File: src/rtl/cd_locator_pkg.sv
package cd_locator_pkg;
	// Register offsets (byte addresses)
	localparam logic [7:0] ENTRY0_OFF     = 8'h00;
	localparam logic [7:0] ENTRY1_OFF     = 8'h04;
	localparam logic [7:0] ENTRY2_OFF     = 8'h08;
	localparam logic [7:0] ENTRY3_OFF     = 8'h0C;
	localparam logic [7:0] CAPS_OFF       = 8'h10;
	localparam logic [7:0] REQUEST_OFF    = 8'h14;
	localparam logic [7:0] RESULT_OFF     = 8'h18;
	localparam logic [7:0] ADDR_LO_OFF    = 8'h1C;
	localparam logic [7:0] ADDR_HI_OFF    = 8'h20;
	localparam logic [7:0] L1_LO_OFF      = 8'h24;
	localparam logic [7:0] L1_HI_OFF      = 8'h28;
	localparam logic [7:0] LEAF_LO_OFF    = 8'h2C;
	localparam logic [7:0] LEAF_HI_OFF    = 8'h30;
	localparam logic [7:0] EVENT_OFF      = 8'h34;
	// Entry field positions (72-bit entry image)
	localparam int FMT_LSB       = 4;
	localparam int PTR_LSB       = 6;
	localparam int PTR_MSB       = 55;
	localparam int COUNT_LSB     = 59;
	localparam int DSS_LSB       = 64;
	localparam int IR_LSB        = 66;
	localparam int OR_LSB        = 68;
	localparam int SH_LSB        = 70;
	localparam int CFG_LSB       = 1;
	// Encodings
	localparam logic [1:0] FMT_LINEAR  = 2'h0;
	localparam logic [1:0] FMT_LEAF4K  = 2'h1;
	localparam logic [1:0] FMT_LEAF64K = 2'h2;
	localparam logic [1:0] DSS_ABORT   = 2'h0;
	localparam logic [1:0] DSS_BYPASS  = 2'h1;
	localparam logic [1:0] DSS_USE0    = 2'h2;
	localparam logic [1:0] SH_NON      = 2'h0;
	localparam logic [1:0] SH_OUTER    = 2'h2;
	localparam logic [1:0] ATTR_NC     = 2'h0;
	localparam int LEAF4K_BITS   = 6;
	localparam int LEAF64K_BITS  = 10;
	localparam int CD_SHIFT      = 6;
	localparam int L1_SHIFT      = 3;
	localparam logic [4:0] CAPS_SSID_RESET = 5'h14;
	localparam logic [31:0] APB_ERR_DATA = 32'h0000_0000;
	typedef enum logic [2:0] {
		RES_IDLE, RES_DIRECT, RES_BYPASS, RES_BAD_SUB, RES_DISABLED,
		RES_BAD_ENTRY, RES_CA
	} result_t;
	typedef enum {ST_IDLE, ST_L1, ST_DONE} phase_t;
endpackage : cd_locator_pkg

File: src/rtl/stage1_cd_locator.sv
`timescale 1ns/1ps
// Overview of operation
// - Zero count or zero id width: one descriptor at base, format ignored.
// - Linear format indexes substream low bits; table aligned to its size.
// - 4KB leaves of 64; leaf index id[5:0], level one upper bits.
// - 64KB leaves of 1024; index id[9:0]; leaf pointer low 16 zero.
// - Level one tables aligned to max(size, 64 bytes); code aligns only to size (16 or 32 bytes) for count 7-8 (4KB) and 11-12 (64KB); leaf low 12 zero.
// - Reserved format and default behaviour 0b11 act as 0b00.
// - Reserved pointer bits are treated as zero.
// - Stage 1 disabled: substream transactions abort, bad substream event.
// - Zero id width: count ignored, substream transactions abort with event.
// - Nonzero format without two-level support makes entry illegal.
// - Base pointer is entry bits 55:6, other address bits zero.
// - Stage 2 enabled marks base and level one pointers as intermediate.
// - Count field bits 63:59; descriptors number two to that power.
// - Count zero: substream_valid transactions abort with bad substream.
// - Index below two to count selects its descriptor, else abort.
// - Count above id width is illegal.
// - Default behaviour bits 65:64; 0b00 aborts with stream disabled.
// - 0b01 skips stage 1, fetches no descriptor, stage 2 if enabled.
// - 0b10 uses descriptor 0; explicit substream 0 aborts, disabled event.
// - Translation requests ended by 0b00 or 0b10 complete abort, no event.
// - Inner attribute bits 67:66 drive descriptor fetch inner cacheability.
// - Stage 2 enabled: fetch attributes flagged for combination.
// - Illegal entry behaves as invalid: abort with bad entry event; translation requests here complete abort, no event.
// - Outer attribute bits 69:68, same encodings as inner.
// - Shareability bits 71:70, 0b01 as 0b00; all non-cacheable is outer.
module stage1_cd_locator
	import cd_locator_pkg::*;
(
	// Clock and reset
	input  wire logic        clk,
	input  wire logic        reset_n,
	// APB slave
	input  wire logic        psel,
	input  wire logic        penable,
	input  wire logic        pwrite,
	input  wire logic [7:0]  paddr,
	input  wire logic [31:0] pwdata,
	output logic      [31:0] prdata,
	output logic             pready,
	output logic             pslverr,
	// Level one pointer word read back from descriptor memory
	input  wire logic [63:0] l1_entry_data,
	// Fetch outcome
	output logic             lookup_done,
	output logic             abort_out
);
	import cd_locator_pkg::*;

	logic [71:0] entry_reg;
	logic [4:0]  ssid_width_reg;
	logic        two_level_reg;
	logic [19:0] sub_index_reg;
	logic        sub_valid_reg;
	logic        is_ats_reg;
	result_t     result_reg;
	logic [55:0] cd_addr_reg;
	logic [55:0] l1_addr_reg;
	logic [55:0] leaf_reg;
	logic        is_ipa_reg;
	logic        combine_reg;
	logic [5:0]  attr_reg;
	logic [2:0]  event_reg;
	logic        busy_reg;
	logic        lookup_done_reg;
	logic        abort_reg;
	logic [31:0] prdata_reg;
	logic        pready_reg;
	logic        pslverr_reg;
	phase_t      phase_reg;

	wire logic access = psel && penable && !pready_reg;
	wire logic wr     = access && pwrite;
	wire logic rd     = access && !pwrite;
	wire logic start  = wr && paddr == REQUEST_OFF;

	// Decode shared by the request decision
	function automatic logic [1:0] norm2(input logic [1:0] v);
		return (v == 2'h3) ? 2'h0 : v;
	endfunction : norm2

	function automatic logic [55:0] mask_low(input logic [55:0] a,
		input logic [4:0] n);
		logic [55:0] m;
		m = ~((56'h1 << n) - 56'h1);
		return a & m;
	endfunction : mask_low

	wire logic [2:0] cfg   = entry_reg[CFG_LSB +: 3];
	wire logic [1:0] fmt   = norm2(entry_reg[FMT_LSB +: 2]);
	wire logic [1:0] dss   = norm2(entry_reg[DSS_LSB +: 2]);
	wire logic [4:0] cnt   = entry_reg[COUNT_LSB +: 5];
	wire logic [55:0] base = {entry_reg[PTR_MSB:PTR_LSB], 6'h00};
	wire logic valid_e     = entry_reg[0];
	wire logic s1_on       = cfg[2] && cfg[0];
	wire logic s2_on       = cfg[2] && cfg[1];
	wire logic subs_on     = ssid_width_reg != 5'h00 && cnt != 5'h00;

	logic    illegal;
	result_t decide;
	logic [19:0] eff_index;
	always_comb begin
		illegal = !valid_e || !cfg[2];
		if (s1_on && ssid_width_reg != 5'h00 && cnt > ssid_width_reg)
			illegal = 1'b1;
		if (s1_on && subs_on && !two_level_reg && fmt != FMT_LINEAR)
			illegal = 1'b1;
		eff_index = sub_index_reg;
		decide    = RES_DIRECT;
		if (illegal) begin
			decide = is_ats_reg ? RES_CA : RES_BAD_ENTRY;
		end else if (!s1_on) begin
			decide = sub_valid_reg ? RES_BAD_SUB : RES_BYPASS;
		end else if (ssid_width_reg == 5'h00) begin
			decide = sub_valid_reg ? RES_BAD_SUB : RES_DIRECT;
		end else if (cnt == 5'h00) begin
			decide = sub_valid_reg ? RES_BAD_SUB : RES_DIRECT;
		end else if (sub_valid_reg) begin
			if ((32'(sub_index_reg) >> cnt) != 32'h0000_0000)
				decide = RES_BAD_SUB;
			else if (dss == DSS_USE0 && sub_index_reg == 20'h0_0000)
				decide = is_ats_reg ? RES_CA : RES_DISABLED;
		end else begin
			unique case (dss)
			DSS_BYPASS: decide = RES_BYPASS;
			DSS_USE0: eff_index = 20'h0_0000;
			default: decide = is_ats_reg ? RES_CA : RES_DISABLED;
			endcase
		end
	end

	wire logic use_leafs = subs_on && fmt != FMT_LINEAR;

	// Request decision and address forming
	always_ff @(posedge clk) begin
		if (!reset_n) begin
			result_reg  <= RES_IDLE;
			cd_addr_reg <= 56'h00_0000_0000_0000;
			l1_addr_reg <= 56'h00_0000_0000_0000;
			leaf_reg    <= 56'h00_0000_0000_0000;
			is_ipa_reg  <= 1'b0;
			combine_reg <= 1'b0;
			attr_reg    <= 6'h00;
			phase_reg   <= ST_IDLE;
			busy_reg    <= 1'b0;
			lookup_done_reg <= 1'b0;
			abort_reg   <= 1'b0;
		end else begin
			lookup_done_reg <= 1'b0;
			unique case (phase_reg)
			ST_IDLE: if (start) begin
				busy_reg  <= 1'b1;
				phase_reg <= ST_L1;
			end
			ST_L1: begin
				result_reg  <= decide;
				is_ipa_reg  <= s2_on;
				combine_reg <= s2_on;
				attr_reg[1:0] <= entry_reg[IR_LSB +: 2];
				attr_reg[3:2] <= entry_reg[OR_LSB +: 2];
				if (entry_reg[IR_LSB +: 2] == ATTR_NC &&
					entry_reg[OR_LSB +: 2] == ATTR_NC)
					attr_reg[5:4] <= SH_OUTER;
				else if (entry_reg[SH_LSB +: 2] == 2'h1)
					attr_reg[5:4] <= SH_NON;
				else
					attr_reg[5:4] <= entry_reg[SH_LSB +: 2];
				if (decide != RES_DIRECT) begin
					cd_addr_reg <= 56'h00_0000_0000_0000;
				end else if (!subs_on) begin
					cd_addr_reg <= base;
				end else if (fmt == FMT_LINEAR) begin
					cd_addr_reg <= mask_low(base, 5'(cnt + 5'd6))
						+ (56'(eff_index) << CD_SHIFT);
				end else if (fmt == FMT_LEAF4K) begin
					l1_addr_reg <= mask_low(base,
						(cnt > 5'd6) ? 5'(cnt - 5'd3) : 5'd6)
						+ ((56'(eff_index) >> LEAF4K_BITS)
						<< L1_SHIFT);
				end else begin
					l1_addr_reg <= mask_low(base,
						(cnt > 5'd10) ? 5'(cnt - 5'd7) : 5'd6)
						+ ((56'(eff_index) >> LEAF64K_BITS)
						<< L1_SHIFT);
				end
				phase_reg <= (decide == RES_DIRECT && use_leafs)
					? ST_DONE : ST_IDLE;
				if (!(decide == RES_DIRECT && use_leafs)) begin
					busy_reg        <= 1'b0;
					lookup_done_reg <= 1'b1;
					abort_reg       <= decide != RES_DIRECT &&
						decide != RES_BYPASS;
				end
			end
			ST_DONE: begin
				// Pointer word supplied by memory completes the second level
				if (fmt == FMT_LEAF4K) begin
					leaf_reg <= {l1_entry_data[55:12], 12'h000};
					cd_addr_reg <= {l1_entry_data[55:12], 12'h000}
						+ (56'(eff_index[5:0]) << CD_SHIFT);
				end else begin
					leaf_reg <= {l1_entry_data[55:16], 16'h0000};
					cd_addr_reg <= {l1_entry_data[55:16], 16'h0000}
						+ (56'(eff_index[9:0]) << CD_SHIFT);
				end
				busy_reg        <= 1'b0;
				lookup_done_reg <= 1'b1;
				abort_reg       <= 1'b0;
				phase_reg       <= ST_IDLE;
			end
			default: phase_reg <= ST_IDLE;
			endcase
		end
	end

	// Sticky event flags: set wins over software clear
	always_ff @(posedge clk) begin
		if (!reset_n) begin
			event_reg <= 3'h0;
		end else begin
			logic [2:0] set;
			set = 3'h0;
			if (phase_reg == ST_L1) begin
				set[0] = decide == RES_BAD_SUB;
				set[1] = decide == RES_DISABLED;
				set[2] = decide == RES_BAD_ENTRY;
			end
			if (wr && paddr == EVENT_OFF)
				event_reg <= (event_reg & ~pwdata[2:0]) | set;
			else
				event_reg <= event_reg | set;
		end
	end

	// Configuration writes
	always_ff @(posedge clk) begin
		if (!reset_n) begin
			entry_reg      <= 72'h0;
			ssid_width_reg <= CAPS_SSID_RESET;
			two_level_reg  <= 1'b1;
			sub_index_reg  <= 20'h0_0000;
			sub_valid_reg  <= 1'b0;
			is_ats_reg     <= 1'b0;
		end else if (wr && !busy_reg) begin
			unique case (paddr)
			ENTRY0_OFF: entry_reg[31:0]  <= pwdata;
			ENTRY1_OFF: entry_reg[63:32] <= pwdata;
			ENTRY2_OFF: entry_reg[71:64] <= pwdata[7:0];
			CAPS_OFF: begin
				ssid_width_reg <= pwdata[4:0];
				two_level_reg  <= pwdata[8];
			end
			REQUEST_OFF: begin
				sub_index_reg <= pwdata[19:0];
				sub_valid_reg <= pwdata[20];
				is_ats_reg    <= pwdata[21];
			end
			default: ;
			endcase
		end
	end

	function automatic logic known(input logic [7:0] a);
		return a <= EVENT_OFF && a[1:0] == 2'h0 && a != ENTRY3_OFF;
	endfunction : known

	// APB answer: one wait state
	always_ff @(posedge clk) begin
		if (!reset_n) begin
			prdata_reg  <= 32'h0000_0000;
			pready_reg  <= 1'b0;
			pslverr_reg <= 1'b0;
		end else begin
			pready_reg  <= access;
			pslverr_reg <= access && !known(paddr);
			prdata_reg  <= APB_ERR_DATA;
			if (rd) begin
				unique case (paddr)
				ENTRY0_OFF:  prdata_reg <= entry_reg[31:0];
				ENTRY1_OFF:  prdata_reg <= entry_reg[63:32];
				ENTRY2_OFF:  prdata_reg <= {24'h00_0000, entry_reg[71:64]};
				CAPS_OFF:    prdata_reg <= {23'h0, two_level_reg,
					3'h0, ssid_width_reg};
				REQUEST_OFF: prdata_reg <= {10'h000, is_ats_reg,
					sub_valid_reg, sub_index_reg};
				RESULT_OFF:  prdata_reg <= {16'h0000, 2'h0, attr_reg,
					combine_reg, is_ipa_reg, 1'b0, busy_reg, 1'b0,
					result_reg};
				ADDR_LO_OFF: prdata_reg <= cd_addr_reg[31:0];
				ADDR_HI_OFF: prdata_reg <= {8'h00, cd_addr_reg[55:32]};
				L1_LO_OFF:   prdata_reg <= l1_addr_reg[31:0];
				L1_HI_OFF:   prdata_reg <= {8'h00, l1_addr_reg[55:32]};
				LEAF_LO_OFF: prdata_reg <= leaf_reg[31:0];
				LEAF_HI_OFF: prdata_reg <= {8'h00, leaf_reg[55:32]};
				EVENT_OFF:   prdata_reg <= {29'h0, event_reg};
				default:     prdata_reg <= APB_ERR_DATA;
				endcase
			end
		end
	end

	assign prdata      = prdata_reg;
	assign pready      = pready_reg;
	assign pslverr     = pslverr_reg;
	assign lookup_done = lookup_done_reg;
	assign abort_out   = abort_reg;

	a_apb_one_wait: assert property (@(posedge clk) disable iff (!reset_n)
		psel && penable && !pready |=> pready)
		else $error("APB answer late");
	a_bad_sub_flag: assert property (@(posedge clk)
		disable iff (!reset_n)
		phase_reg == ST_L1 && decide == RES_BAD_SUB |=> event_reg[0])
		else $error("Bad substream event missing");
	a_stage1_off_sub: assert property (@(posedge clk)
		disable iff (!reset_n)
		phase_reg == ST_L1 && !illegal && !s1_on && sub_valid_reg
		|=> result_reg == RES_BAD_SUB && abort_reg)
		else $error("Stage 1 off did not abort");
	a_count_zero_sub: assert property (@(posedge clk)
		disable iff (!reset_n)
		phase_reg == ST_L1 && !illegal && s1_on && cnt == 5'h00 &&
		sub_valid_reg |=> result_reg == RES_BAD_SUB)
		else $error("Count zero accepted substream");
	a_single_cd: assert property (@(posedge clk)
		disable iff (!reset_n)
		phase_reg == ST_L1 && decide == RES_DIRECT && !subs_on
		|=> cd_addr_reg == $past(base))
		else $error("Single descriptor address wrong");
	a_illegal_entry: assert property (@(posedge clk)
		disable iff (!reset_n)
		phase_reg == ST_L1 && illegal && !is_ats_reg
		|=> event_reg[2] && abort_reg)
		else $error("Illegal entry not reported");
	a_ats_no_event: assert property (@(posedge clk)
		disable iff (!reset_n)
		phase_reg == ST_L1 && is_ats_reg && decide == RES_CA
		|=> $stable(event_reg[1]))
		else $error("Translation request recorded event");
	a_dss_bypass: assert property (@(posedge clk)
		disable iff (!reset_n)
		phase_reg == ST_L1 && !illegal && s1_on && subs_on &&
		!sub_valid_reg && dss == DSS_BYPASS
		|=> result_reg == RES_BYPASS && !abort_reg)
		else $error("Bypass default not taken");
	a_nc_outer: assert property (@(posedge clk)
		disable iff (!reset_n)
		phase_reg == ST_L1 && entry_reg[IR_LSB +: 4] == 4'h0
		|=> attr_reg[5:4] == SH_OUTER)
		else $error("Shareability not outer");
	a_start_done: assert property (@(posedge clk) disable iff (!reset_n)
		start && !busy_reg |-> ##[2:3] lookup_done)
		else $error("Lookup did not finish");
	c_two_level: cover property (@(posedge clk) phase_reg == ST_DONE);
	c_bad_sub: cover property (@(posedge clk) event_reg[0]);
	c_bypass: cover property (@(posedge clk) result_reg == RES_BYPASS);
endmodule : stage1_cd_locator

File: config.mk
export PLATFORM = sky130hd
export DESIGN_NAME = stage1_cd_locator
export DESIGN_NICKNAME = d
export VERILOG_FILES = /design/src/rtl/cd_locator_pkg.sv /design/src/rtl/stage1_cd_locator.sv
export SDC_FILE = /design/constraint.sdc
export NUM_CORES = 1
export LEC_CHECK = 0
export CORE_MARGIN = 2
export CORE_UTILIZATION = 40
export DETAILED_ROUTE_END_ITERATION = 6
export DONT_BUFFER_PORTS = 1
export PLACE_DENSITY = 0.62
export SLEW_MARGIN = 15
export SYNTH_ARGS = -nofsm -noshare
export SYNTH_HDL_FRONTEND = slang
export SYNTH_SLANG_ARGS = --single-unit
File: constraint.sdc
create_clock -name clk -period 6.4 [get_ports clk]
set_input_delay 1.6 -clock clk [delete_from_list [all_inputs] [get_ports clk]]
set_output_delay 1.6 -clock clk [all_outputs]
set_load 0.005 [all_outputs]
### Yosys cells after proc, flatten, opt, wreduce, memory -nomap -nowiden

Index checks and enable logic that the tools add are counted.

| storage, ports and cells | value |
|---|---|
| bits in registers | 350 |
| input port bits | 109 |
| output and inout port bits | 36 |
| logic and storage cells | 187 |

| cells by class | value |
|---|---|
| add/sub/neg operators | 11 |
| $lt $le $gt $ge | 4 |
| equality and inequality tests | 31 |
| shift operators | 4 |
| muxes and demuxes | 47 |
| bitwise gates (word level) | 12 |
| reductions and logical operators | 56 |

Operators by type and width:

| cell | number |
|---|---|
| $pmux W32 S13 | 1 |
| $mux W56 | 5 |
| $and A56 B56 Y56 | 3 |
| $not A56 Y56 | 3 |
| $shl A1 B5 Y56 const A | 3 |
| $sub A56 B1 Y56 const B | 3 |
| $mux W20 | 6 |
| $pmux W56 S2 | 1 |
| $eq A32 B2 Y1 const B | 2 |
| $pmux W32 S2 | 1 |
| $add A56 B12 Y56 | 1 |
| $add A56 B13 Y56 | 1 |
| $add A56 B16 Y56 | 1 |
| $add A56 B17 Y56 | 1 |
| $add A56 B26 Y56 | 1 |
| $eq A8 B6 Y1 const B | 6 |
| $eq A32 B1 Y1 const B | 1 |
| $eq A8 B5 Y1 const B | 4 |
| $logic_not A32 Y1 | 1 |
| $mux W32 | 1 |
| $reduce_bool A32 Y1 | 1 |
| $shr A20 B5 Y32 | 1 |
| $mux W3 | 10 |
| $logic_and A1 B1 Y1 | 23 |
| other kinds (42) | 84 |

### Longest topological paths before layout

Gate-level depths: netlist (run 1).

| logic depth | value |
|---|---|
| depth in word-level cells | 16 |
| depth in mapped cells | 25 |
| gate-level depth less buffers | 21 |

### Worst setup path after synthesis (run 1)

No wires, ideal clock.

| timing | value |
|---|---|
| path kind | flip-flop to flip-flop |
| from | register entry_reg[59] |
| to | register cd_addr_reg[54] |
| arrival time | 5.216 ns |
| setup slack | 1.054 ns |
| cell stages (with the launch flop) | 25 |
| period minus slack after synthesis | 5.346 ns |
| cells stage by stage | dfxtp_1 > buf_6 > buf_2 > inv_1 > ha_1 > nor4b_2 > or3_1 > o211ai_1 > o21ba_1 > clkbuf_1 > nand4_1 > clkbuf_1 > and2_1 > ha_1 > inv_1 > fa_1 > nand2b_1 > a21oi_1 > o21ai_0 > o21ai_0 > a221oi_1 > or3_1 > nor4_2 > xor2_1 > o22ai_1 |

| on the way | value |
|---|---|
| cells in the longest elaborated chain, start to end | 12 |
| elaborated cells between the ends (all ways) | 38 |
| those cells by class | add/sub (5); order compare (1); eq/ne (2); shift (2); mux (17); bitwise (2); reduce/logical (9) |

RTL lines:

| item | line | text |
|---|---|---|
| start: declaration | stage1_cd_locator.sv:51 | `logic [71:0] entry_reg;` |
| start signal: assignment | stage1_cd_locator.sv:248 | `ENTRY1_OFF: entry_reg[63:32] <= pwdata;` |
| branches (longest 12 deep; another with $sub A56 B1 Y56) | -- |  |
| end signal: assignment | stage1_cd_locator.sv:172 | `cd_addr_reg <= base;` |
| end signal: assignment | stage1_cd_locator.sv:174 | `cd_addr_reg <= mask_low(base, 5'(cnt + 5'd6))` |
| end signal: assignment | stage1_cd_locator.sv:200 | `cd_addr_reg <= {l1_entry_data[55:12], 12'h000}` |
| end: declaration | stage1_cd_locator.sv:58 | `logic [55:0] cd_addr_reg;` |

Several ways; the timed one is not identified. The select of a mux whose other input is x is not followed.
A chain may end at the register's enable or synchronous reset.

### Final worst setup path (run 1)

| timing | value |
|---|---|
| from | register entry_reg[59] |
| to | register l1_addr_reg[53] |

| on the way | value |
|---|---|
| cells in the longest elaborated chain, start to end | 11 |
| elaborated cells between the ends (all ways) | 42 |
| those cells by class | add/sub (6); order compare (3); eq/ne (1); shift (3); mux (15); bitwise (5); reduce/logical (9) |

RTL lines:

| item | line | text |
|---|---|---|
| branches (longest 11 deep; another with $sub A56 B1 Y56) | -- |  |
| end signal: assignment | stage1_cd_locator.sv:177 | `l1_addr_reg <= mask_low(base,` |
| end signal: assignment | stage1_cd_locator.sv:182 | `l1_addr_reg <= mask_low(base,` |
| end: declaration | stage1_cd_locator.sv:59 | `logic [55:0] l1_addr_reg;` |

Several ways; the timed one is not identified.

==> results of run 1 <==
-- cell type report --
class,count,area (sq um)
antenna,2,5.00
tap,664,831
multi-input combinational,2089,13000
inverter,55,211
timing repair buffer,100,751
fill,5058,27300
clock buffer,46,957
sequential,299,5990
clock inverter,14,136
-- Yosys cell counts, types with 6 or more instances --
master	count
a211oi_1	35
a21boi_0	9
a21o_1	19
a21oi_1	245
a221oi_1	38
a222oi_1	18
a22o_1	33
a22oi_1	59
a31oi_1	64
and2_1	36
and3_1	38
buf_1	13
buf_2	21
buf_6	7
clkbuf_1	159
dfxtp_1	299
ha_1	64
inv_1	52
mux2i_1	67
nand2_1	403
nand2b_1	19
nand3_1	63
nand3b_1	9
nand4_1	29
nor2_1	239
nor2b_1	21
nor3_1	53
nor3b_1	6
nor4_1	31
o211ai_1	23
o21a_1	12
o21ai_0	128
o21ai_1	6
o21bai_1	7
o22ai_1	20
o31ai_1	12
or2_2	12
or3_1	16
or4_1	15
xnor2_1	57
xor2_1	39
-- through the flow --
step                      instances  utilization  instance area [sq um]  power, mW  worst slack [ps]
final                          3269        0.444                  21800       3.88               372
after global routing           3268        0.444                  21800       3.96               128
after CTS                      3267        0.444                  21800       3.88               504
after detailed placement       3207        0.422                  20700       1.95               513
after global placement         3207        0.422                  20700       1.95               555
after floorplan                2648            -                  20000       1.94              1050
-- logic make-up (layout without fill, tap and decap cells) --
logic type / count (synthesis) / after routing / synth area share
simple gates: 1028 / 1028 / 0.245
compound gates: 821 / 821 / 0.275
flops: 299 / 299 / 0.300
buf+inv: 260 / 215 / 0.0535
xor+xnor: 97 / 97 / 0.0429
mux: 76 / 76 / 0.0409
fa+ha+maj: 67 / 67 / 0.0431
other cells: 0 / 2 / 0
-- layer usage --
layer  part of all wire  up-vias  global-route usage
li1                   -     9520                   -
met1               0.42    10400               0.516
met2               0.41     1355               0.537
met3               0.12      215              0.0847
met4              0.052        6               0.168
met5            0.00042        -                   0
-- power groups by stage --
stage	registers [mW]	logic [mW]	clock network (mW)
2_1_floorplan	1.90	0.0365	0
3_3_place_gp	1.90	0.0422	0
3_5_place_dp	1.90	0.0427	0
4_1_cts	1.86	0.0429	1.97
5_1_grt	1.86	0.0466	2.06
6_report	1.86	0.0445	1.97
-- worst register-to-register path, cell delays in order (launching register included) --
cell,delay (ps)
dfxtp_1,300
inv_1,310
ha_1,240
nor4b_2,420
or3_1,200
o211ai_1,80
o21ba_1,290
nand4_1,160
buf_4,240
and2_1,350
ha_1,420
o21ai_0,130
o211a_1,270
o31ai_1,490
a31oi_1,240
or2_2,410
nor4_1,410
a32oi_2,260
nor4b_2,400
xnor2_1,170
a211oi_2,80
-- final timing paths --
kind | start | end | slack, ps | cells past startpoint
worst max-delay path | entry_reg[59]$_SDFFE_PN0P_ | l1_addr_reg[53]$_SDFFE_PN0P_ | 370 | 20
worst min register to register | event_reg[1]$_SDFF_PN0_ | event_reg[1]$_SDFF_PN0_ | 470 | 2
worst min-delay path | event_reg[1]$_SDFF_PN0_ | event_reg[1]$_SDFF_PN0_ | 470 | 2
worst max register to register | entry_reg[59]$_SDFFE_PN0P_ | l1_addr_reg[53]$_SDFFE_PN0P_ | 370 | 20
==> impl_metrics.yaml, run 1 <==
clocking:
  numCtsBuffers: 34
  cts.sinks: 299
  clkTransAtPathRegs_ps: 70
  cts_buffer_depth: 3
  hold_buffers: 0
  clock-root-buffer: "clkbuf_16"
  postCtsSetupBuffers: 0
  post_cts_resized: 0
  htreeDepth: 2
  clock_latency_ps: 540
  cts_tree: "built"
setup_path:
  crit_path_max_incr_delay_ps: 490
  critPathArrivalTime_ps: 6410
  crit_family: "simple AND/OR/NAND/NOR gates"
  crit_buf_inv: 2
  cp-end-kind: "flop"
  slowest_stage: "o31ai_1"
  path_class: "reg2reg"
  cp.required_ps: 6790
  crit_fanout: 18
  cp-start-kind: "flop"
  path_cells: "inv_1 > ha_1 > nor4b_2 > or3_1 > o211ai_1 > o21ba_1 > nand4_1 > buf_4 > and2_1 > ha_1 > o21ai_0 > o211a_1 > o31ai_1 > a31oi_1 > or2_2 > nor4_1 > a32oi_2 > nor4b_2 > xnor2_1 > a211oi_2"
logic_synthesis:
  yosys_warnings: 0
  ys.flop_type: "dfxtp_1"
  yosysUniqueCellTypes: 115
  synth_seq_cells: 299
  yosysTopAreaCell: "dfxtp_1"
  avgSynthCellArea_sq_um: 7.54
  syn-num-nets: 2824
  netlist_area_sq_mm: 0.0200
  synth.area.top_cells: "dfxtp_1 30%, nand2_1 7.6%, a21oi_1 6.1%, nor2_1 4.5%, ha_1 4.0%"
  yosys.area.top_type_share: 0.300
  synth_edf_count: 0
  netlist_instances: 2648
  synth_async_sr_flop_share: 0
  yosysSeqAreaShare: 0.300
floorplanning:
  std_cell_rows: 81
  die_y_um: 227
  die_w_um: 227
  io_pins: 145
  die_area_sq_mm: 0.0517
  core_region_area_sq_mm: 0.0492
  start_util: 0.406
finish:
  most-common-layout-cells: "401 x nand2_1, 298 x dfxtp_1, 245 x a21oi_1, 232 x nor2_1, 128 x o21ai_0"
  largest_reg_flops: 72
  mostFrequentLayoutCell: "nand2_1"
  layout.nets: 2755
  syn_to_final_growth_pct: 9.41
  drive_above_1_share: 0.0895
place:
  dp_hpwl_um: 72400
  port_buffers: 0
  place_congestion: 1.02
outcome:
  failed_checks: "design-rule violations"
  status: "finished, violations left"
global_route:
  grt_overflow: 0
  grt_pass1_wl_um: 139000
  grt_max_degree: 107
  gr-usage-all-layers: 0.369
  antenna_found_initial: 7
  grt_pass1_vias: 19800
timing:
  hold_viol_final: 0
  drv_slew: 0
  fmaxAchievable_mhz: 166
  tns_ps: 0
  post-route-period-util: 0.942
  setup-violations-final: 0
  worstMarginPinSlew_ps: 1190
  rsz0062_at_grt: "no"
  period_needed_ps: 6030
  slew_headroom: 0.205
  hold_slack_ps: 470
  fin_skew_ps: 28.2
route:
  vias: 21500
  ant_nets: 0
  wl_per_cell_um: 29.9
  routed_wl_um: 97600
  drc: 1
  drt_first_pass_iters: 7
  dr.first_iter.drc_count: 3187
  vias_per_cell: 6.58
power:
  pwr-share-seq: 0.481
  ir_drop_mv: 0.189
  pwr_density_cell_mw_per_mm2: 177
  p_clk_frac: 0.508
  p_int_mw: 3.01
  power_frac_comb: 0.011
  power.share.switching: 0.224
  p_leak_nw: 7.17
  power.switching_uw: 869
job:
  cap_violations: 0
hold_path:
  hp-class: "reg2reg"
No activity file was read; power rests on OpenSTA's default activity.
==> run 2: changes to the inputs <==
Settings changed: CELL_PAD_IN_SITES_DETAIL_PLACEMENT set to 0, CELL_PAD_IN_SITES_GLOBAL_PLACEMENT set to 1, PLACE_DENSITY 0.62 to 0.77.
==> run 2 against run 1 <==
Net effect:
- critical endpoint is now l1_addr_reg[33]$_SDFFE_PN0P_
- routed wire length grew 2.4%
- critical path depth shrank 1
- critical path type unchanged
- the flow now finishes without violations
- core utilization is essentially flat
==> impl_metrics.yaml, run 2 (synthesis results as in run 1) <==
route:
  vias: 21600
  drt_first_pass_iters: 6
  vias_per_cell: 6.60
  dr.first_iter.drc_count: 3183
  routed_wl_um: 99900
  wl_per_cell_um: 30.5
  ant_nets: 0
  drc: 0
global_route:
  grt_overflow: 0
  grt_pass1_vias: 19700
  gr-usage-all-layers: 0.378
  grt_pass1_wl_um: 142000
  antenna_found_initial: 3
  grt_max_degree: 97
clocking:
  hold_buffers: 0
  clkTransAtPathRegs_ps: 60
  numCtsBuffers: 30
  cts_tree: "built"
  postCtsSetupBuffers: 0
  clock_latency_ps: 590
  clock-root-buffer: "clkbuf_16"
  post_cts_resized: 0
  cts.sinks: 299
  htreeDepth: 1
  cts_buffer_depth: 3
power:
  power_frac_comb: 0.012
  ir_drop_mv: 0.219
  p_int_mw: 2.81
  p_clk_frac: 0.476
  power.switching_uw: 823
  power.total_mw: 3.64
  pwr-share-seq: 0.512
  pwr_density_cell_mw_per_mm2: 167
  p_leak_nw: 7.17
  power.share.switching: 0.226
finish:
  mostFrequentLayoutCell: "nand2_1"
  layout.nets: 2767
  syn_to_final_growth_pct: 9.33
  largest_reg_flops: 72
  drive_above_1_share: 0.0922
  fillers: 5029
  most-common-layout-cells: "403 x nand2_1, 298 x dfxtp_1, 245 x a21oi_1, 230 x nor2_1, 128 x o21ai_0"
  design_area_sq_mm: 0.0218
timing:
  setup-violations-final: 0
  period_needed_ps: 6000
  layout_setup_ws_ps: 395
  rsz0062_at_grt: "no"
  hold_viol_final: 0
  worstMarginPinSlew_ps: 1220
  fin_skew_ps: 23.3
  slew_headroom: 0.178
  tns_ps: 0
  drv_slew: 0
  post-route-period-util: 0.938
  fmaxAchievable_mhz: 167
  hold_slack_ps: 459
floorplanning:
  die_w_um: 227
  io_pins: 145
  start_util: 0.406
  die_y_um: 227
  std_cell_rows: 81
  die_area_sq_mm: 0.0517
  core_region_area_sq_mm: 0.0492
outcome:
  status: "finished clean"
setup_path:
  slowest_stage: "or4_1"
  crit_path_max_incr_delay_ps: 750
  path_class: "reg2reg"
  cp-start-kind: "flop"
  crit_buf_inv: 2
  cp-end-kind: "flop"
  critPathArrivalTime_ps: 6460
  crit_fanout: 29
  path_cells: "buf_4 > ha_1 > nand2b_1 > a21oi_1 > o31ai_1 > o21ba_1 > nand4_1 > buf_4 > and2_1 > ha_1 > a21o_1 > a21oi_1 > nor2b_1 > o21ai_0 > or4_1 > nor4_2 > mux2i_1 > or3_1 > a311oi_1"
  crit_family: "simple AND/OR/NAND/NOR gates"
  cp.required_ps: 6860
place:
  dpl_cell_area_sq_mm: 0.0209
  port_buffers: 0
  dp_hpwl_um: 74700
  dpl_worst_slack_ps: 571
  place_congestion: 1.03
hold_path:
  hp-class: "reg2reg"
job:
  cap_violations: 0
[run 2: cell types whose count changed in the layout (fill, tap and decap cells not counted), moves of 2 or more]
cell | previous run | this run
buf_4 | 100 | 114
bufinv_16 | 2 | 0
clkbuf_1 | 7 | 9
clkbuf_16 | 35 | 31
inv_6 | 3 | 1
nand2_1 | 401 | 403
nand2_2 | 2 | 0
nor2_1 | 232 | 230
nor2_4 | 1 | 3
[run 2: power by group through the flow]
stage / logic [mW] / clock network (mW) / registers [mW]
6_report: 0.0445 / 1.73 / 1.86
4_1_cts: 0.0431 / 1.74 / 1.86
5_1_grt: 0.0470 / 1.81 / 1.86
3_3_place_gp: 0.0427 / 0 / 1.90
2_1_floorplan: 0.0365 / 0 / 1.90
3_5_place_dp: 0.0430 / 0 / 1.90
[run 2: worst min-delay path, delay by kind of cell (launching register included)]
kind	cells	cell delay (ps)
AOI/OAI and AO/OA	1	50
DFF	1	310
and+or+nand+nor	1	50
[run 2: layout make-up]
type                            instances  area [sq um]  area share
Clock buffer                           45           878      0.0402
Timing Repair Buffer                  116           887      0.0406
Sequential cell                       299          5990       0.274
Clock inverter                          9          52.6     0.00241
Tap cell                              664           831      0.0381
Antenna cell                            2          5.00    0.000229
Multi-Input combinational cell       2089         13000       0.594
Inverter                               55           211     0.00969
[run 2: per-layer routing]
layer  wire [um]  track usage  vias to the layer above
met3       12600        0.102                      222
met4        4440        0.135                        4
met5          24            0                        -
met2       40000        0.536                     1406
met1       42900        0.542                    10400
li1            -            -                     9583
[run 2: stage by stage]
step,instances,util
after floorplan,2648,-
after global placement,3222,0.425
after detailed placement,3222,0.425
after CTS,3276,0.444
after global routing,3277,0.444
final,3279,0.444
[run 2: final timing paths]
check	end	startpoint	cells after the start	slack, ps
setup reg to reg	l1_addr_reg[33]$_SDFFE_PN0P_	entry_reg[60]$_SDFFE_PN0P_	19	400
setup / recovery	l1_addr_reg[33]$_SDFFE_PN0P_	entry_reg[60]$_SDFFE_PN0P_	19	400
hold reg to reg	entry_reg[19]$_SDFFE_PN0P_	entry_reg[19]$_SDFFE_PN0P_	2	460
hold / removal	entry_reg[19]$_SDFFE_PN0P_	entry_reg[19]$_SDFFE_PN0P_	2	460
